==> src/inc/sbit_params.svh <==
// offsets, field positions, reset values and ratios of the interval timer
`ifndef SBIT_PARAMS_SVH
`define SBIT_PARAMS_SVH

// ------------------------------------------------------------------
// register byte offsets
// ------------------------------------------------------------------
`define SBIT_OFS_CONTROL 8'h00
`define SBIT_OFS_COUNT 8'h04
`define SBIT_OFS_PERIOD 8'h08
`define SBIT_OFS_STATUS 8'h0C
`define SBIT_OFS_MASK 8'h10

// ------------------------------------------------------------------
// control field positions
// ------------------------------------------------------------------
`define SBIT_BIT_RUN 15
`define SBIT_BIT_SIDL 13
`define SBIT_BIT_GATE 6
`define SBIT_BIT_PS_HI 5
`define SBIT_BIT_PS_LO 4
`define SBIT_BIT_SYNC 2
`define SBIT_BIT_CS 1
`define SBIT_CTRL_MASK 16'hA076

// ------------------------------------------------------------------
// status bits, reset values, prescale terminal counts (ratio - 1)
// ------------------------------------------------------------------
`define SBIT_ST_MATCH 0
`define SBIT_ST_GATE 1
`define SBIT_CTRL_RST 16'h0000
`define SBIT_PERIOD_RST 16'hFFFF
`define SBIT_PS_TC_1 8'h00
`define SBIT_PS_TC_8 8'h07
`define SBIT_PS_TC_64 8'h3F
`define SBIT_PS_TC_256 8'hFF
`define SBIT_RESP_OKAY 2'h0
`define SBIT_RESP_SLVERR 2'h2

`endif

==> src/inc/sbit_pkg.sv <==
// types shared by the interval timer
package sbit_pkg;

	// ------------------------------------------------------------------
	// control register fields
	// ------------------------------------------------------------------
	typedef struct packed {
		logic run;            // timer_run_bit
		logic stop_in_idle;   // halt while cpu idles
		logic gate_accumulate_en;
		logic [1:0] prescale_select;
		logic ext_clock_sync;
		logic clock_source_sel;
	} sbit_ctrl_s;

	// count source as decoded from the control fields
	typedef enum logic [1:0] {
		SRC_INTERNAL,
		SRC_GATED,
		SRC_EXT_SYNC,
		SRC_EXT_ASYNC
	} sbit_src_e;

endpackage : sbit_pkg

==> src/hdl/sbit_timer.sv <==
// sixteen bit interval timer with period match and axi4-lite registers
//
// Decided for this implementation: the register addresses and register access over AXI4-Lite.
`timescale 1ns/1ps
`include "sbit_params.svh"
module sbit_timer (
	// clock and reset
	input wire logic clk_sys,
	input wire logic reset,
	// external count clock or gate pin, and cpu power state
	input wire logic ext_count_input,
	input wire logic cpu_idle,
	input wire logic cpu_sleep,
	// axi4-lite write address and data
	input wire logic [7:0] s_axi_awaddr,
	input wire logic s_axi_awvalid,
	output logic s_axi_awready,
	input wire logic [31:0] s_axi_wdata,
	input wire logic [3:0] s_axi_wstrb,
	input wire logic s_axi_wvalid,
	output logic s_axi_wready,
	// axi4-lite write response
	output logic [1:0] s_axi_bresp,
	output logic s_axi_bvalid,
	input wire logic s_axi_bready,
	// axi4-lite read
	input wire logic [7:0] s_axi_araddr,
	input wire logic s_axi_arvalid,
	output logic s_axi_arready,
	output logic [31:0] s_axi_rdata,
	output logic [1:0] s_axi_rresp,
	output logic s_axi_rvalid,
	input wire logic s_axi_rready,
	// interrupt level
	output logic timer_irq
);

	// ------------------------------------------------------------------
	// helpers
	// ------------------------------------------------------------------

	// decode the count source; gate is only honoured on the internal clock
	function automatic sbit_pkg::sbit_src_e src_of(input sbit_pkg::sbit_ctrl_s c);
		if (c.clock_source_sel) begin
			src_of = c.ext_clock_sync ? sbit_pkg::SRC_EXT_SYNC : sbit_pkg::SRC_EXT_ASYNC;
		end else begin
			src_of = c.gate_accumulate_en ? sbit_pkg::SRC_GATED : sbit_pkg::SRC_INTERNAL;
		end
	endfunction : src_of

	// map an address to a known register
	function automatic logic mapped(input logic [7:0] a);
		mapped = (a == `SBIT_OFS_CONTROL) || (a == `SBIT_OFS_COUNT) ||
			(a == `SBIT_OFS_PERIOD) || (a == `SBIT_OFS_STATUS) || (a == `SBIT_OFS_MASK);
	endfunction : mapped

	// merge byte lanes of a 16-bit register
	function automatic logic [15:0] lanes(input logic [15:0] old, input logic [31:0] d,
		input logic [3:0] s);
		lanes = {s[1] ? d[15:8] : old[15:8], s[0] ? d[7:0] : old[7:0]};
	endfunction : lanes

	// ------------------------------------------------------------------
	// state
	// ------------------------------------------------------------------
	sbit_pkg::sbit_ctrl_s ctrl_ff, nxt_ctrl; // timer_control fields
	logic [15:0] count_ff, nxt_count;        // running count
	logic [15:0] period_ff, nxt_period;      // period_register
	logic [1:0] status_ff, nxt_status;       // sticky events
	logic [1:0] mask_ff, nxt_mask;           // interrupt enables
	logic [7:0] presc_ff, nxt_presc;         // prescale counter
	logic pin_async_ff;                      // raw pin, previous cycle
	logic pin_s1_ff, pin_s2_ff, pin_s3_ff;   // two-flop synchroniser plus history
	logic irq_ff, nxt_irq;
	// bus channel state
	logic aw_held_ff, nxt_aw_held;
	logic [7:0] aw_addr_ff, nxt_aw_addr;
	logic w_held_ff, nxt_w_held;
	logic [31:0] w_data_ff, nxt_w_data;
	logic [3:0] w_strb_ff, nxt_w_strb;
	logic bvalid_ff, nxt_bvalid;
	logic [1:0] bresp_ff, nxt_bresp;
	logic rvalid_ff, nxt_rvalid;
	logic [31:0] rdata_ff, nxt_rdata;
	logic [1:0] rresp_ff, nxt_rresp;

	// combinational terms
	sbit_pkg::sbit_src_e src;
	logic [15:0] ctrl_word;  // control as software reads it
	logic [7:0] presc_tc;    // terminal count for the chosen ratio
	logic running;           // module allowed to count this cycle
	logic event_in;          // one count-clock event
	logic tick;              // prescaled tick
	logic gate_fall;         // falling edge of the gate pin
	logic do_write;          // address and data both held
	logic rd_take;           // read address taken
	logic rd_status;         // that read targets the status register

	// ------------------------------------------------------------------
	// pin capture
	// ------------------------------------------------------------------

	// the async path looks at the raw pin; the sync path only at stage two on,
	// so stage one stays private to the synchroniser
	always_ff @(posedge clk_sys) begin
		if (reset) begin
			pin_async_ff <= 1'b0;
			pin_s1_ff <= 1'b0;
			pin_s2_ff <= 1'b0;
			pin_s3_ff <= 1'b0;
		end else begin
			pin_async_ff <= ext_count_input;
			pin_s1_ff <= ext_count_input;
			pin_s2_ff <= pin_s1_ff;
			pin_s3_ff <= pin_s2_ff;
		end
	end

	// ------------------------------------------------------------------
	// count engine
	// ------------------------------------------------------------------

	// decode source, prescale ratio and whether the module may run
	always_comb begin
		src = src_of(ctrl_ff);
		ctrl_word = 16'h0000;
		ctrl_word[`SBIT_BIT_RUN] = ctrl_ff.run;
		ctrl_word[`SBIT_BIT_SIDL] = ctrl_ff.stop_in_idle;
		ctrl_word[`SBIT_BIT_GATE] = ctrl_ff.gate_accumulate_en;
		ctrl_word[`SBIT_BIT_PS_HI:`SBIT_BIT_PS_LO] = ctrl_ff.prescale_select;
		ctrl_word[`SBIT_BIT_SYNC] = ctrl_ff.ext_clock_sync;
		ctrl_word[`SBIT_BIT_CS] = ctrl_ff.clock_source_sel;
		case (ctrl_ff.prescale_select)
			2'h0: presc_tc = `SBIT_PS_TC_1;
			2'h1: presc_tc = `SBIT_PS_TC_8;
			2'h2: presc_tc = `SBIT_PS_TC_64;
			default: presc_tc = `SBIT_PS_TC_256;
		endcase
		// in sleep the internal clock is gone; only the async counter survives
		running = ctrl_ff.run
			&& !(cpu_idle && ctrl_ff.stop_in_idle)
			&& !(cpu_sleep && src != sbit_pkg::SRC_EXT_ASYNC);
		case (src)
			sbit_pkg::SRC_INTERNAL: event_in = 1'b1;
			sbit_pkg::SRC_GATED: event_in = pin_s2_ff;
			sbit_pkg::SRC_EXT_SYNC: event_in = pin_s2_ff && !pin_s3_ff;
			sbit_pkg::SRC_EXT_ASYNC: event_in = ext_count_input && !pin_async_ff;
			default: event_in = 1'b0;
		endcase
		gate_fall = running && (src == sbit_pkg::SRC_GATED) && !pin_s2_ff && pin_s3_ff;
		tick = running && event_in && (presc_ff == presc_tc);
	end

	// next prescale and count; a stopped timer holds its count
	always_comb begin
		nxt_presc = presc_ff;
		nxt_count = count_ff;
		if (!running) begin
			nxt_presc = 8'h00;
		end else if (event_in) begin
			nxt_presc = tick ? 8'h00 : presc_ff + 8'h01;
		end
		if (tick) begin
			// clear on the tick after the count already equals the period
			nxt_count = (count_ff == period_ff) ? 16'h0000 : count_ff + 16'h0001;
		end
		if (do_write && aw_addr_ff == `SBIT_OFS_COUNT) begin
			nxt_count = lanes(count_ff, w_data_ff, w_strb_ff); // software load wins
		end
	end

	// registers the counter path
	always_ff @(posedge clk_sys) begin
		if (reset) begin
			presc_ff <= 8'h00;
			count_ff <= 16'h0000;
		end else begin
			presc_ff <= nxt_presc;
			count_ff <= nxt_count;
		end
	end

	// ------------------------------------------------------------------
	// registers and interrupt
	// ------------------------------------------------------------------

	// software writes, sticky events and the interrupt level
	always_comb begin
		logic [15:0] w16;
		w16 = 16'h0000;
		nxt_ctrl = ctrl_ff;
		nxt_period = period_ff;
		nxt_mask = mask_ff;
		nxt_status = status_ff;
		if (do_write) begin
			case (aw_addr_ff)
				`SBIT_OFS_CONTROL: begin
					w16 = lanes(ctrl_word, w_data_ff, w_strb_ff) & `SBIT_CTRL_MASK;
					nxt_ctrl.run = w16[`SBIT_BIT_RUN];
					nxt_ctrl.stop_in_idle = w16[`SBIT_BIT_SIDL];
					nxt_ctrl.gate_accumulate_en = w16[`SBIT_BIT_GATE];
					nxt_ctrl.prescale_select = w16[`SBIT_BIT_PS_HI:`SBIT_BIT_PS_LO];
					nxt_ctrl.ext_clock_sync = w16[`SBIT_BIT_SYNC];
					nxt_ctrl.clock_source_sel = w16[`SBIT_BIT_CS];
				end
				`SBIT_OFS_PERIOD: nxt_period = lanes(period_ff, w_data_ff, w_strb_ff);
				`SBIT_OFS_MASK: begin
					if (w_strb_ff[0]) begin
						nxt_mask = w_data_ff[1:0];
					end
				end
				default: nxt_mask = mask_ff;
			endcase
		end
		// a read of status clears it, but an event in the same cycle survives
		if (rd_take && rd_status) begin
			nxt_status = 2'h0;
		end
		if (tick && count_ff == period_ff) begin
			nxt_status[`SBIT_ST_MATCH] = 1'b1;
		end
		if (gate_fall) begin
			nxt_status[`SBIT_ST_GATE] = 1'b1;
		end
		nxt_irq = |(nxt_status & nxt_mask);
	end

	// registers the software-visible state
	always_ff @(posedge clk_sys) begin
		if (reset) begin
			ctrl_ff <= sbit_pkg::sbit_ctrl_s'(7'h00);
			period_ff <= `SBIT_PERIOD_RST;
			mask_ff <= 2'h0;
			status_ff <= 2'h0;
			irq_ff <= 1'b0;
		end else begin
			ctrl_ff <= nxt_ctrl;
			period_ff <= nxt_period;
			mask_ff <= nxt_mask;
			status_ff <= nxt_status;
			irq_ff <= nxt_irq;
		end
	end

	// ------------------------------------------------------------------
	// axi4-lite slave
	// ------------------------------------------------------------------

	// address and data are held apart and joined once both are in
	always_comb begin
		nxt_aw_held = aw_held_ff;
		nxt_aw_addr = aw_addr_ff;
		nxt_w_held = w_held_ff;
		nxt_w_data = w_data_ff;
		nxt_w_strb = w_strb_ff;
		nxt_bvalid = bvalid_ff;
		nxt_bresp = bresp_ff;
		do_write = aw_held_ff && w_held_ff && !bvalid_ff;
		if (s_axi_awvalid && s_axi_awready) begin
			nxt_aw_held = 1'b1;
			nxt_aw_addr = s_axi_awaddr;
		end
		if (s_axi_wvalid && s_axi_wready) begin
			nxt_w_held = 1'b1;
			nxt_w_data = s_axi_wdata;
			nxt_w_strb = s_axi_wstrb;
		end
		if (do_write) begin
			nxt_aw_held = 1'b0;
			nxt_w_held = 1'b0;
			nxt_bvalid = 1'b1;
			nxt_bresp = mapped(aw_addr_ff) ? `SBIT_RESP_OKAY : `SBIT_RESP_SLVERR;
		end else if (bvalid_ff && s_axi_bready) begin
			nxt_bvalid = 1'b0;
		end
	end

	// read data is captured when the address is taken
	always_comb begin
		nxt_rvalid = rvalid_ff;
		nxt_rdata = rdata_ff;
		nxt_rresp = rresp_ff;
		rd_take = s_axi_arvalid && s_axi_arready;
		rd_status = (s_axi_araddr == `SBIT_OFS_STATUS);
		if (rd_take) begin
			nxt_rvalid = 1'b1;
			nxt_rresp = mapped(s_axi_araddr) ? `SBIT_RESP_OKAY : `SBIT_RESP_SLVERR;
			case (s_axi_araddr)
				`SBIT_OFS_CONTROL: nxt_rdata = {16'h0000, ctrl_word};
				`SBIT_OFS_COUNT: nxt_rdata = {16'h0000, count_ff};
				`SBIT_OFS_PERIOD: nxt_rdata = {16'h0000, period_ff};
				`SBIT_OFS_STATUS: nxt_rdata = {30'h0, status_ff};
				`SBIT_OFS_MASK: nxt_rdata = {30'h0, mask_ff};
				default: nxt_rdata = 32'h00000000;
			endcase
		end else if (rvalid_ff && s_axi_rready) begin
			nxt_rvalid = 1'b0;
		end
	end

	// registers the bus channels; readies are simple functions of held state
	always_ff @(posedge clk_sys) begin
		if (reset) begin
			aw_held_ff <= 1'b0;
			aw_addr_ff <= 8'h00;
			w_held_ff <= 1'b0;
			w_data_ff <= 32'h00000000;
			w_strb_ff <= 4'h0;
			bvalid_ff <= 1'b0;
			bresp_ff <= `SBIT_RESP_OKAY;
			rvalid_ff <= 1'b0;
			rdata_ff <= 32'h00000000;
			rresp_ff <= `SBIT_RESP_OKAY;
			s_axi_awready <= 1'b0;
			s_axi_wready <= 1'b0;
			s_axi_arready <= 1'b0;
		end else begin
			aw_held_ff <= nxt_aw_held;
			aw_addr_ff <= nxt_aw_addr;
			w_held_ff <= nxt_w_held;
			w_data_ff <= nxt_w_data;
			w_strb_ff <= nxt_w_strb;
			bvalid_ff <= nxt_bvalid;
			bresp_ff <= nxt_bresp;
			rvalid_ff <= nxt_rvalid;
			rdata_ff <= nxt_rdata;
			rresp_ff <= nxt_rresp;
			// one write in flight: each ready only while its own channel holds nothing and no response owed
			s_axi_awready <= !nxt_aw_held && !nxt_bvalid && !(nxt_w_held && aw_held_ff);
			s_axi_wready <= !nxt_w_held && !nxt_bvalid && !(nxt_aw_held && w_held_ff);
			s_axi_arready <= !nxt_rvalid && !rd_take;
		end
	end

	// ------------------------------------------------------------------
	// outputs
	// ------------------------------------------------------------------
	assign s_axi_bvalid = bvalid_ff;
	assign s_axi_bresp = bresp_ff;
	assign s_axi_rvalid = rvalid_ff;
	assign s_axi_rdata = rdata_ff;
	assign s_axi_rresp = rresp_ff;
	assign timer_irq = irq_ff;

endmodule : sbit_timer

==> config.mk <==
export PLATFORM = sky130hd
export DESIGN_NAME = sbit_timer
export DESIGN_NICKNAME = d
export VERILOG_FILES = /design/src/inc/sbit_pkg.sv /design/src/hdl/sbit_timer.sv
export VERILOG_INCLUDE_DIRS = /design/src /design/src/inc
export SDC_FILE = /design/constraint.sdc
export NUM_CORES = 1
export LEC_CHECK = 0
export ABC_AREA = 1
export BUFFER_PORTS_ARGS = -buffer_cell sky130_fd_sc_hd__buf_4
export CORE_AREA = 2 2 108 110
export CTS_CLUSTER_SIZE = 40
export DETAILED_ROUTE_END_ITERATION = 12
export DIE_AREA = 0 0 110 112
export HOLD_SLACK_MARGIN = 0.03
export PLACE_DENSITY = 0.76
export SYNTH_ARGS = -nofsm -noshare
export SYNTH_HDL_FRONTEND = slang
export SYNTH_SLANG_ARGS = --single-unit
==> constraint.sdc <==
create_clock -name clk_sys -period 1.7 [get_ports clk_sys]
set_clock_uncertainty 0.2 [all_clocks]
set_input_delay 0.34 -clock clk_sys [delete_from_list [all_inputs] [get_ports clk_sys]]
set_output_delay 0.34 -clock clk_sys [all_outputs]
set_load 0.05 [all_outputs]
==> results of run 1 <==
[worst max-delay path, delay by kind of cell (launching register included)]
family        cells  cell delay, ps
buf+inv           3             310
flops             1             350
simple gates      8             890
[registers in the layout (all words and copies together) (netlist names), 2 cells and up]
register,count
status_ff,2
aw_addr_ff,8
presc_ff,8
count_ff,16
w_data_ff,16
mask_ff,2
w_strb_ff,2
period_ff,16
ctrl_ff,7
s_axi_rdata,16
[power groups by stage]
stage,clock [mW],combinational (mW),sequential [mW]
floorplan,0,0.353,2.69
global placement,0,0.575,2.65
detailed placement,0,0.582,2.65
CTS,2.24,0.639,2.60
global route,2.34,0.729,2.60
finish,2.24,0.679,2.60
[through the flow]
stage | cell area (µm²) | utilization (%) | TNS, ps | setup slack [ps] | power, mW
after floorplan | 5690 | - | -1230 | -91.3 | 3.04
after global placement | 7000 | 62.7 | -4460 | -190 | 3.23
after detailed placement | 7000 | 62.7 | -6410 | -226 | 3.24
after CTS | 7490 | 67.0 | -512 | -53.0 | 5.48
after global routing | 7990 | 71.5 | -4370 | -242 | 5.67
final | 7990 | 71.5 | -1400 | -146 | 5.51
[cells by family after synthesis]
group	after synthesis	synth area share (%)
simple gates	411	31.8
buf+inv	161	12.6
compound gates	151	15.2
flops	106	38.1
xor+xnor	11	1.73
fa+ha+maj	2	0.449
other cells	1	0.0673
[cells in the mapped netlist]
cell type / count / area share (%)
a211oi_1: 1 / 0.13
a21boi_1: 2 / 0.27
a21oi_1: 56 / 5.0
a21oi_2: 1 / 0.16
and2_1: 1 / 0.11
buf_1: 1 / 0.067
buf_2: 8 / 0.72
buf_4: 20 / 2.7
buf_6: 2 / 0.40
clkbuf_1: 18 / 1.2
clkinv_1: 1 / 0.067
conb_1: 1 / 0.067
dfxtp_1: 106 / 38
ha_1: 2 / 0.45
inv_1: 110 / 7.4
inv_2: 1 / 0.067
nand2_1: 202 / 14
nand2_2: 2 / 0.22
nand2_4: 2 / 0.40
nand3_1: 68 / 6.1
nand3_2: 2 / 0.36
nand3_4: 1 / 0.31
nand3b_1: 2 / 0.27
nand4_1: 10 / 1.1
nor2_1: 99 / 6.7
nor2_2: 5 / 0.56
nor2_4: 1 / 0.20
nor3_1: 10 / 0.90
nor3_2: 1 / 0.18
nor3_4: 1 / 0.29
nor3b_1: 3 / 0.40
nor4_1: 1 / 0.11
o211ai_1: 18 / 2.4
o21a_1: 1 / 0.13
o21ai_0: 55 / 4.9
o21ai_1: 1 / 0.090
o21ai_2: 4 / 0.63
o21bai_1: 1 / 0.13
o22ai_1: 9 / 1.0
o31ai_1: 2 / 0.27
xnor2_1: 1 / 0.16
xor2_1: 10 / 1.6
[worst max-delay path by stage]
stage	start	end	slack (ps)
finish	w_held_ff	count_ff[2]	-150
global route	count_ff[4]	count_ff[15]	-240
CTS	w_held_ff	count_ff[12]	-50
detailed placement	cpu_idle	count_ff[11]	-230
global placement	cpu_idle	count_ff[11]	-190
floorplan	s_axi_bvalid	count_ff[13]	-90
[cells in the final DEF, fill, tap and decap left out, types with 3 or more instances in the layout]
| master | n |
|---|---|
| nand2_4 | 4 |
| a21oi_1 | 55 |
| o211ai_1 | 18 |
| o21ai_2 | 5 |
| nor2_2 | 31 |
| conb_1 | 18 |
| nor3b_1 | 3 |
| nor3_1 | 9 |
| buf_4 | 174 |
| o21ai_0 | 53 |
| dfxtp_4 | 8 |
| o22ai_1 | 9 |
| xor2_1 | 10 |
| nor2_4 | 5 |
| nand2_1 | 170 |
| nand3_4 | 4 |
| buf_12 | 7 |
| dfxtp_2 | 22 |
| nand3_2 | 18 |
| buf_6 | 11 |
| nand3_1 | 49 |
| nand2_2 | 30 |
| dfxtp_1 | 76 |
| nor2_1 | 69 |
| inv_1 | 103 |
| inv_2 | 8 |
| clkbuf_16 | 11 |
| nand4_1 | 10 |
[area by class of cell]
| class | instances | area (µm²) | share of cell area (%) |
|---|---|---|---|
| well taps | 143 | 179 | 2.24 |
| clock buffers | 10 | 229 | 2.87 |
| flip-flops and latches | 106 | 2180 | 27.3 |
| clock inverters | 5 | 78.8 | 0.987 |
| multi-input cells | 593 | 3210 | 40.2 |
| inverters | 112 | 420 | 5.26 |
| repair buffers | 198 | 1690 | 21.2 |
[layer usage]
layer | global-route usage [%] | up-vias
met3 | 3.92 | 37
li1 | - | 3027
met2 | 39.3 | 231
met1 | 35.5 | 2681
met5 | 0 | -
met4 | 9.70 | 0
[repair_timing]
item,in CTS,in global routing
buffers inserted,5,7
gates cloned,1,4
hold buffers,1,0
endpoints found under the hold margin,1,0
resized for setup,29,133
endpoints found under the setup margin,41,52
pin swaps,7,31
==> flow_summary.json, run 1 <==
{
  "numCtsBuffers": 9,
  "combPwrFrac_pct": 12.3,
  "drt_iter0_drc": 506,
  "grt_max_degree": 46,
  "min_to": "aw_addr_ff[6]",
  "core-area_um2": 11200,
  "vias": 5976,
  "cpMostUsedCell": "nor2_2",
  "hpwl_mm": 11.2,
  "r2r_end": "count_ff[2]",
  "crit_chain": "inv_2 -> nor2_2 -> nand2_2 -> nor3_4 -> buf_12 -> buf_6 -> nand3_4 -> nand2_4 -> nand2_1 -> nor2_1 -> nor2_2",
  "synth-seq-cells": 106,
  "clock_path_buffers": 2,
  "outcome": "finished, violations left",
  "critPathArrivalTime_ps": 1890,
  "violations": "negative setup slack",
  "swShare_pct": 26.0,
  "clock_latency_ps": 350,
  "critPathRequiredTime_ps": 1750,
  "p_sw_mw": 1.43,
  "clk_pin_slew_ps": 70,
  "wl_met1_mm": 7.38,
  "syn_area_um2": 5570,
  "cpMaxStageDelayCell": "dfxtp_2",
  "endpoint_kind": "flip-flop",
  "internal_power_mw": 4.08,
  "htree_levels": 3,
  "timing.fmax_ghz": 0.542,
  "worst_slack_ps": -146,
  "initial_core_util_pct": 49.9,
  "hold_path.class": "primary input to flip-flop",
  "seq_power_share_pct": 47.1,
  "viasPerCell": 5.12,
  "period_share_pct": 109,
  "drtAntennaViolNets": 0,
  "worst_setup_path_start_kind": "flip-flop",
  "min_path_cells": 3,
  "powerDensity_nw_per_um2": 690,
  "syn_to_final_growth_pct": 43.3,
  "fillCellCount": 853,
  "die_height_um": 112,
  "syn_inst": 843,
  "cts_tree": "done",
  "drive_gt1_share_pct": 35.0,
  "drc": 0,
  "top_layer": "met4",
  "wire_per_inst_um": 14.5,
  "max-vdd-ir-drop_v": 0.000489,
  "dp_cells": 1134,
  "ys_warn_count": 0,
  "place.gp.congestion": 0.973,
  "die_area_um2": 12300,
  "drv_cap": 0,
  "rows": 39,
  "period_needed_ps": 1850,
  "fp.dieW_um": 110,
  "worstPathMaxFanout": 6,
  "setup-violations-final": 20,
  "grt_pass1_wl_mm": 24.7,
  "yosysUniqueCellTypes": 42,
  "cts_root_buf": "clkbuf_16",
  "io_buffers": 67,
  "hold_violations": 0,
  "crit_type": "flip-flop to flip-flop",
  "grt_overflow": 0,
  "r2r_slack_ps": -150,
  "grt_use_total_pct": 25.4,
  "io_pins": 104,
  "timing.rr.start": "w_held_ff",
  "rsz0062_at_grt": "true",
  "wl_met2_mm": 7.90,
  "clock-sinks": 106,
  "wl_met3_mm": 1.26,
  "hp-start": "s_axi_awaddr[6]",
  "leakage_nw": 3.87,
  "nets": 1084,
  "first_pass_iters": 6,
  "drv_slew": 0,
  "grt_pass1_vias": 5285,
  "clkPwrFrac_pct": 40.6,
  "yosysSeqAreaShare_pct": 38.1,
  "hold_ws_ps": 35.7,
  "antenna_found_initial": 0,
  "syn_avg_cell_area_um2": 6.61,
  "cpPeakStageDelay_ps": 350,
  "ff2ff_path_depth": 11,
  "antenna_cells": 0,
  "finalNonFillerCells": 1167,
  "finalWirelength_mm": 16.9
}
(Power assumes the default switching activity.)
==> run 2, diff against run 1 <==
Settings changed: CORE_AREA 2 2 108 110 to 2 2 103 105, DIE_AREA 0 0 110 112 to 0 0 105 107, PLACE_DENSITY 0.76 to 0.79.
Clock period 1.7 ns to 1.9 ns, I/O delays scaled along.
==> run 2 against run 1 <==
Compared with the run above: the run now ends clean; first-iteration DRC count decreased by 32%; count of clock-buffer cells in the layout fell by 1; critical path depth unchanged; cell count down 7.4%; flip-flop and latch count stayed put.
==> flow_summary.json, run 2 (synthesis gave the netlist of run 1 again) <==
{
  "numCtsBuffers": 9,
  "rsz0062_at_grt": "true",
  "grt_max_degree": 47,
  "hpwl_mm": 10.3,
  "cp.buffers_inverters": 2,
  "cts_tree": "done",
  "rows": 37,
  "htree_levels": 3,
  "cpPeakStageDelay_ps": 320,
  "vias": 5542,
  "hold_ws_ps": 42.7,
  "clk_pin_slew_ps": 110,
  "wire_per_inst_um": 13.0,
  "cpMaxStageDelayCell": "dfxtp_1",
  "nets": 1004,
  "timing.fmax_ghz": 0.531,
  "finalWirelength_mm": 14.1,
  "fin_util_pct": 67.3,
  "hp-start": "s_axi_awaddr[5]",
  "grt_use_total_pct": 25.3,
  "clock_path_buffers": 2,
  "endpoint_kind": "flip-flop",
  "fin_area_um2": 6800,
  "initial_core_util_pct": 55.2,
  "hold_path.class": "primary input to flip-flop",
  "crit_type": "flip-flop to flip-flop",
  "fp.dieW_um": 105,
  "critPathArrivalTime_ps": 1970,
  "leakage_nw": 3.24,
  "period_share_pct": 99.1,
  "drv_cap": 0,
  "cts_root_buf": "clkbuf_8",
  "drc": 0,
  "wl_met2_mm": 6.26,
  "mostFrequentLayoutCells": "200 x nand2_1, 109 x inv_1, 108 x buf_4",
  "grt_overflow": 0,
  "crit_chain": "inv_1 -> nand2_2 -> a21oi_4 -> nand2_1 -> nor2_2 -> nand3_2 -> buf_4 -> nand2_4 -> nand2_1 -> nor2_1 -> nor2_2",
  "clock-sinks": 106,
  "period_needed_ps": 1880,
  "io_pins": 104,
  "antenna_found_initial": 0,
  "r2r_slack_ps": 20,
  "first_pass_iters": 6,
  "setup-violations-final": 0,
  "clock_latency_ps": 390,
  "layout_commonest_cell": "nand2_1",
  "drive_gt1_share_pct": 21.2,
  "io_buffers": 67,
  "grt_pass1_wl_mm": 23.0,
  "hold_violations": 0,
  "worst_setup_path_start_kind": "flip-flop",
  "die_height_um": 107,
  "r2r_end": "count_ff[1]",
  "ff2ff_path_depth": 11,
  "critPathRequiredTime_ps": 1990,
  "wl_met1_mm": 6.44,
  "min_path_cells": 3,
  "powerDensity_nw_per_um2": 618,
  "grt_pass1_vias": 4934,
  "worstPathMaxFanout": 4,
  "syn_to_final_growth_pct": 21.9,
  "die_area_um2": 11200,
  "wl_met3_mm": 1.14,
  "viasPerCell": 5.13,
  "drtAntennaViolNets": 0,
  "outcome": "finished clean",
  "place_area_um2": 6340,
  "antenna_cells": 0,
  "drv_slew": 0,
  "min_to": "aw_addr_ff[5]",
  "place.gp.congestion": 0.945,
  "path_delay_family": "simple AND/OR/NAND/NOR gates",
  "core-area_um2": 10100,
  "timing.rr.start": "ctrl_ff[1]",
  "top_layer": "met4",
  "drt_iter0_drc": 344,
  "max-vdd-ir-drop_v": 0.000430
}
-- run 2: cell types whose count changed in the layout (fill, tap and decap cells not counted), moves of 7 or more --
cell and change:
buf_4 -66, buf_6 -7, clkbuf_16 -11, clkbuf_8 +9, nand2_1 +30, nand2_2 -26, nand3_1 +16, nand3_2 -14
nor2_1 +23, nor2_2 -19
-- run 2: metrics by stage --
step                      TNS [ps]  power (mW)  setup slack [ps]  instances
after floorplan                  0        2.72              2.90        860
after global placement       -91.5        2.85             -30.6       1053
after detailed placement      -293        2.85             -36.1       1053
after CTS                        0        4.21              6.24       1073
after global routing          -298        4.39             -53.8       1081
final                            0        4.20              17.1       1081
-- run 2: power by group --
group	switching, mW	internal (mW)
Sequential	0.0457	2.27
Combinational	0.341	0.171
Clock	0.854	0.516
Total	1.24	2.96
-- run 2: how the worst max path moves through the flow --
stage	from	endpoint	slack (ps)	cells past startpoint
6_report	ctrl_ff[1]	count_ff[1]	20	11
5_1_grt	ctrl_ff[1]	count_ff[1]	-50	11
4_1_cts	ctrl_ff[0]	count_ff[5]	6	9
3_5_place_dp	cpu_idle	count_ff[6]	-40	11
3_3_place_gp	s_axi_araddr[7]	s_axi_rdata[3]	-30	9
2_1_floorplan	s_axi_bvalid	count_ff[13]	3	9
-- run 2: repair_timing --
item                       4_1_cts  5_1_grt
gates cloned                     0        0
resized for setup                0       61
hold buffers                     2        0
setup buffers                    2        8
setup endpoints to repair        4       33
pin swaps                        1        6
hold endpoints to repair         2        0
-- run 2: worst min-delay path, cell delays in order --
cell and delay, ps:
buf_4 70, o21ai_0 70, nor2_1 80
-- run 2: final cells by class --
class,instances,area [µm²]
timing repair buffer,118,956
fill,899,3300
inverter,112,420
multi-input combinational,593,2880
sequential,106,2180
clock buffer,9,124
tap,136,170
clock inverter,7,70.1
-- run 2: per-layer routing --
layer | vias up | GRT usage (%)
li1 | 2868 | -
met1 | 2461 | 34.5
met2 | 194 | 41.4
met3 | 19 | 3.83
met4 | 0 | 7.81
met5 | - | 0
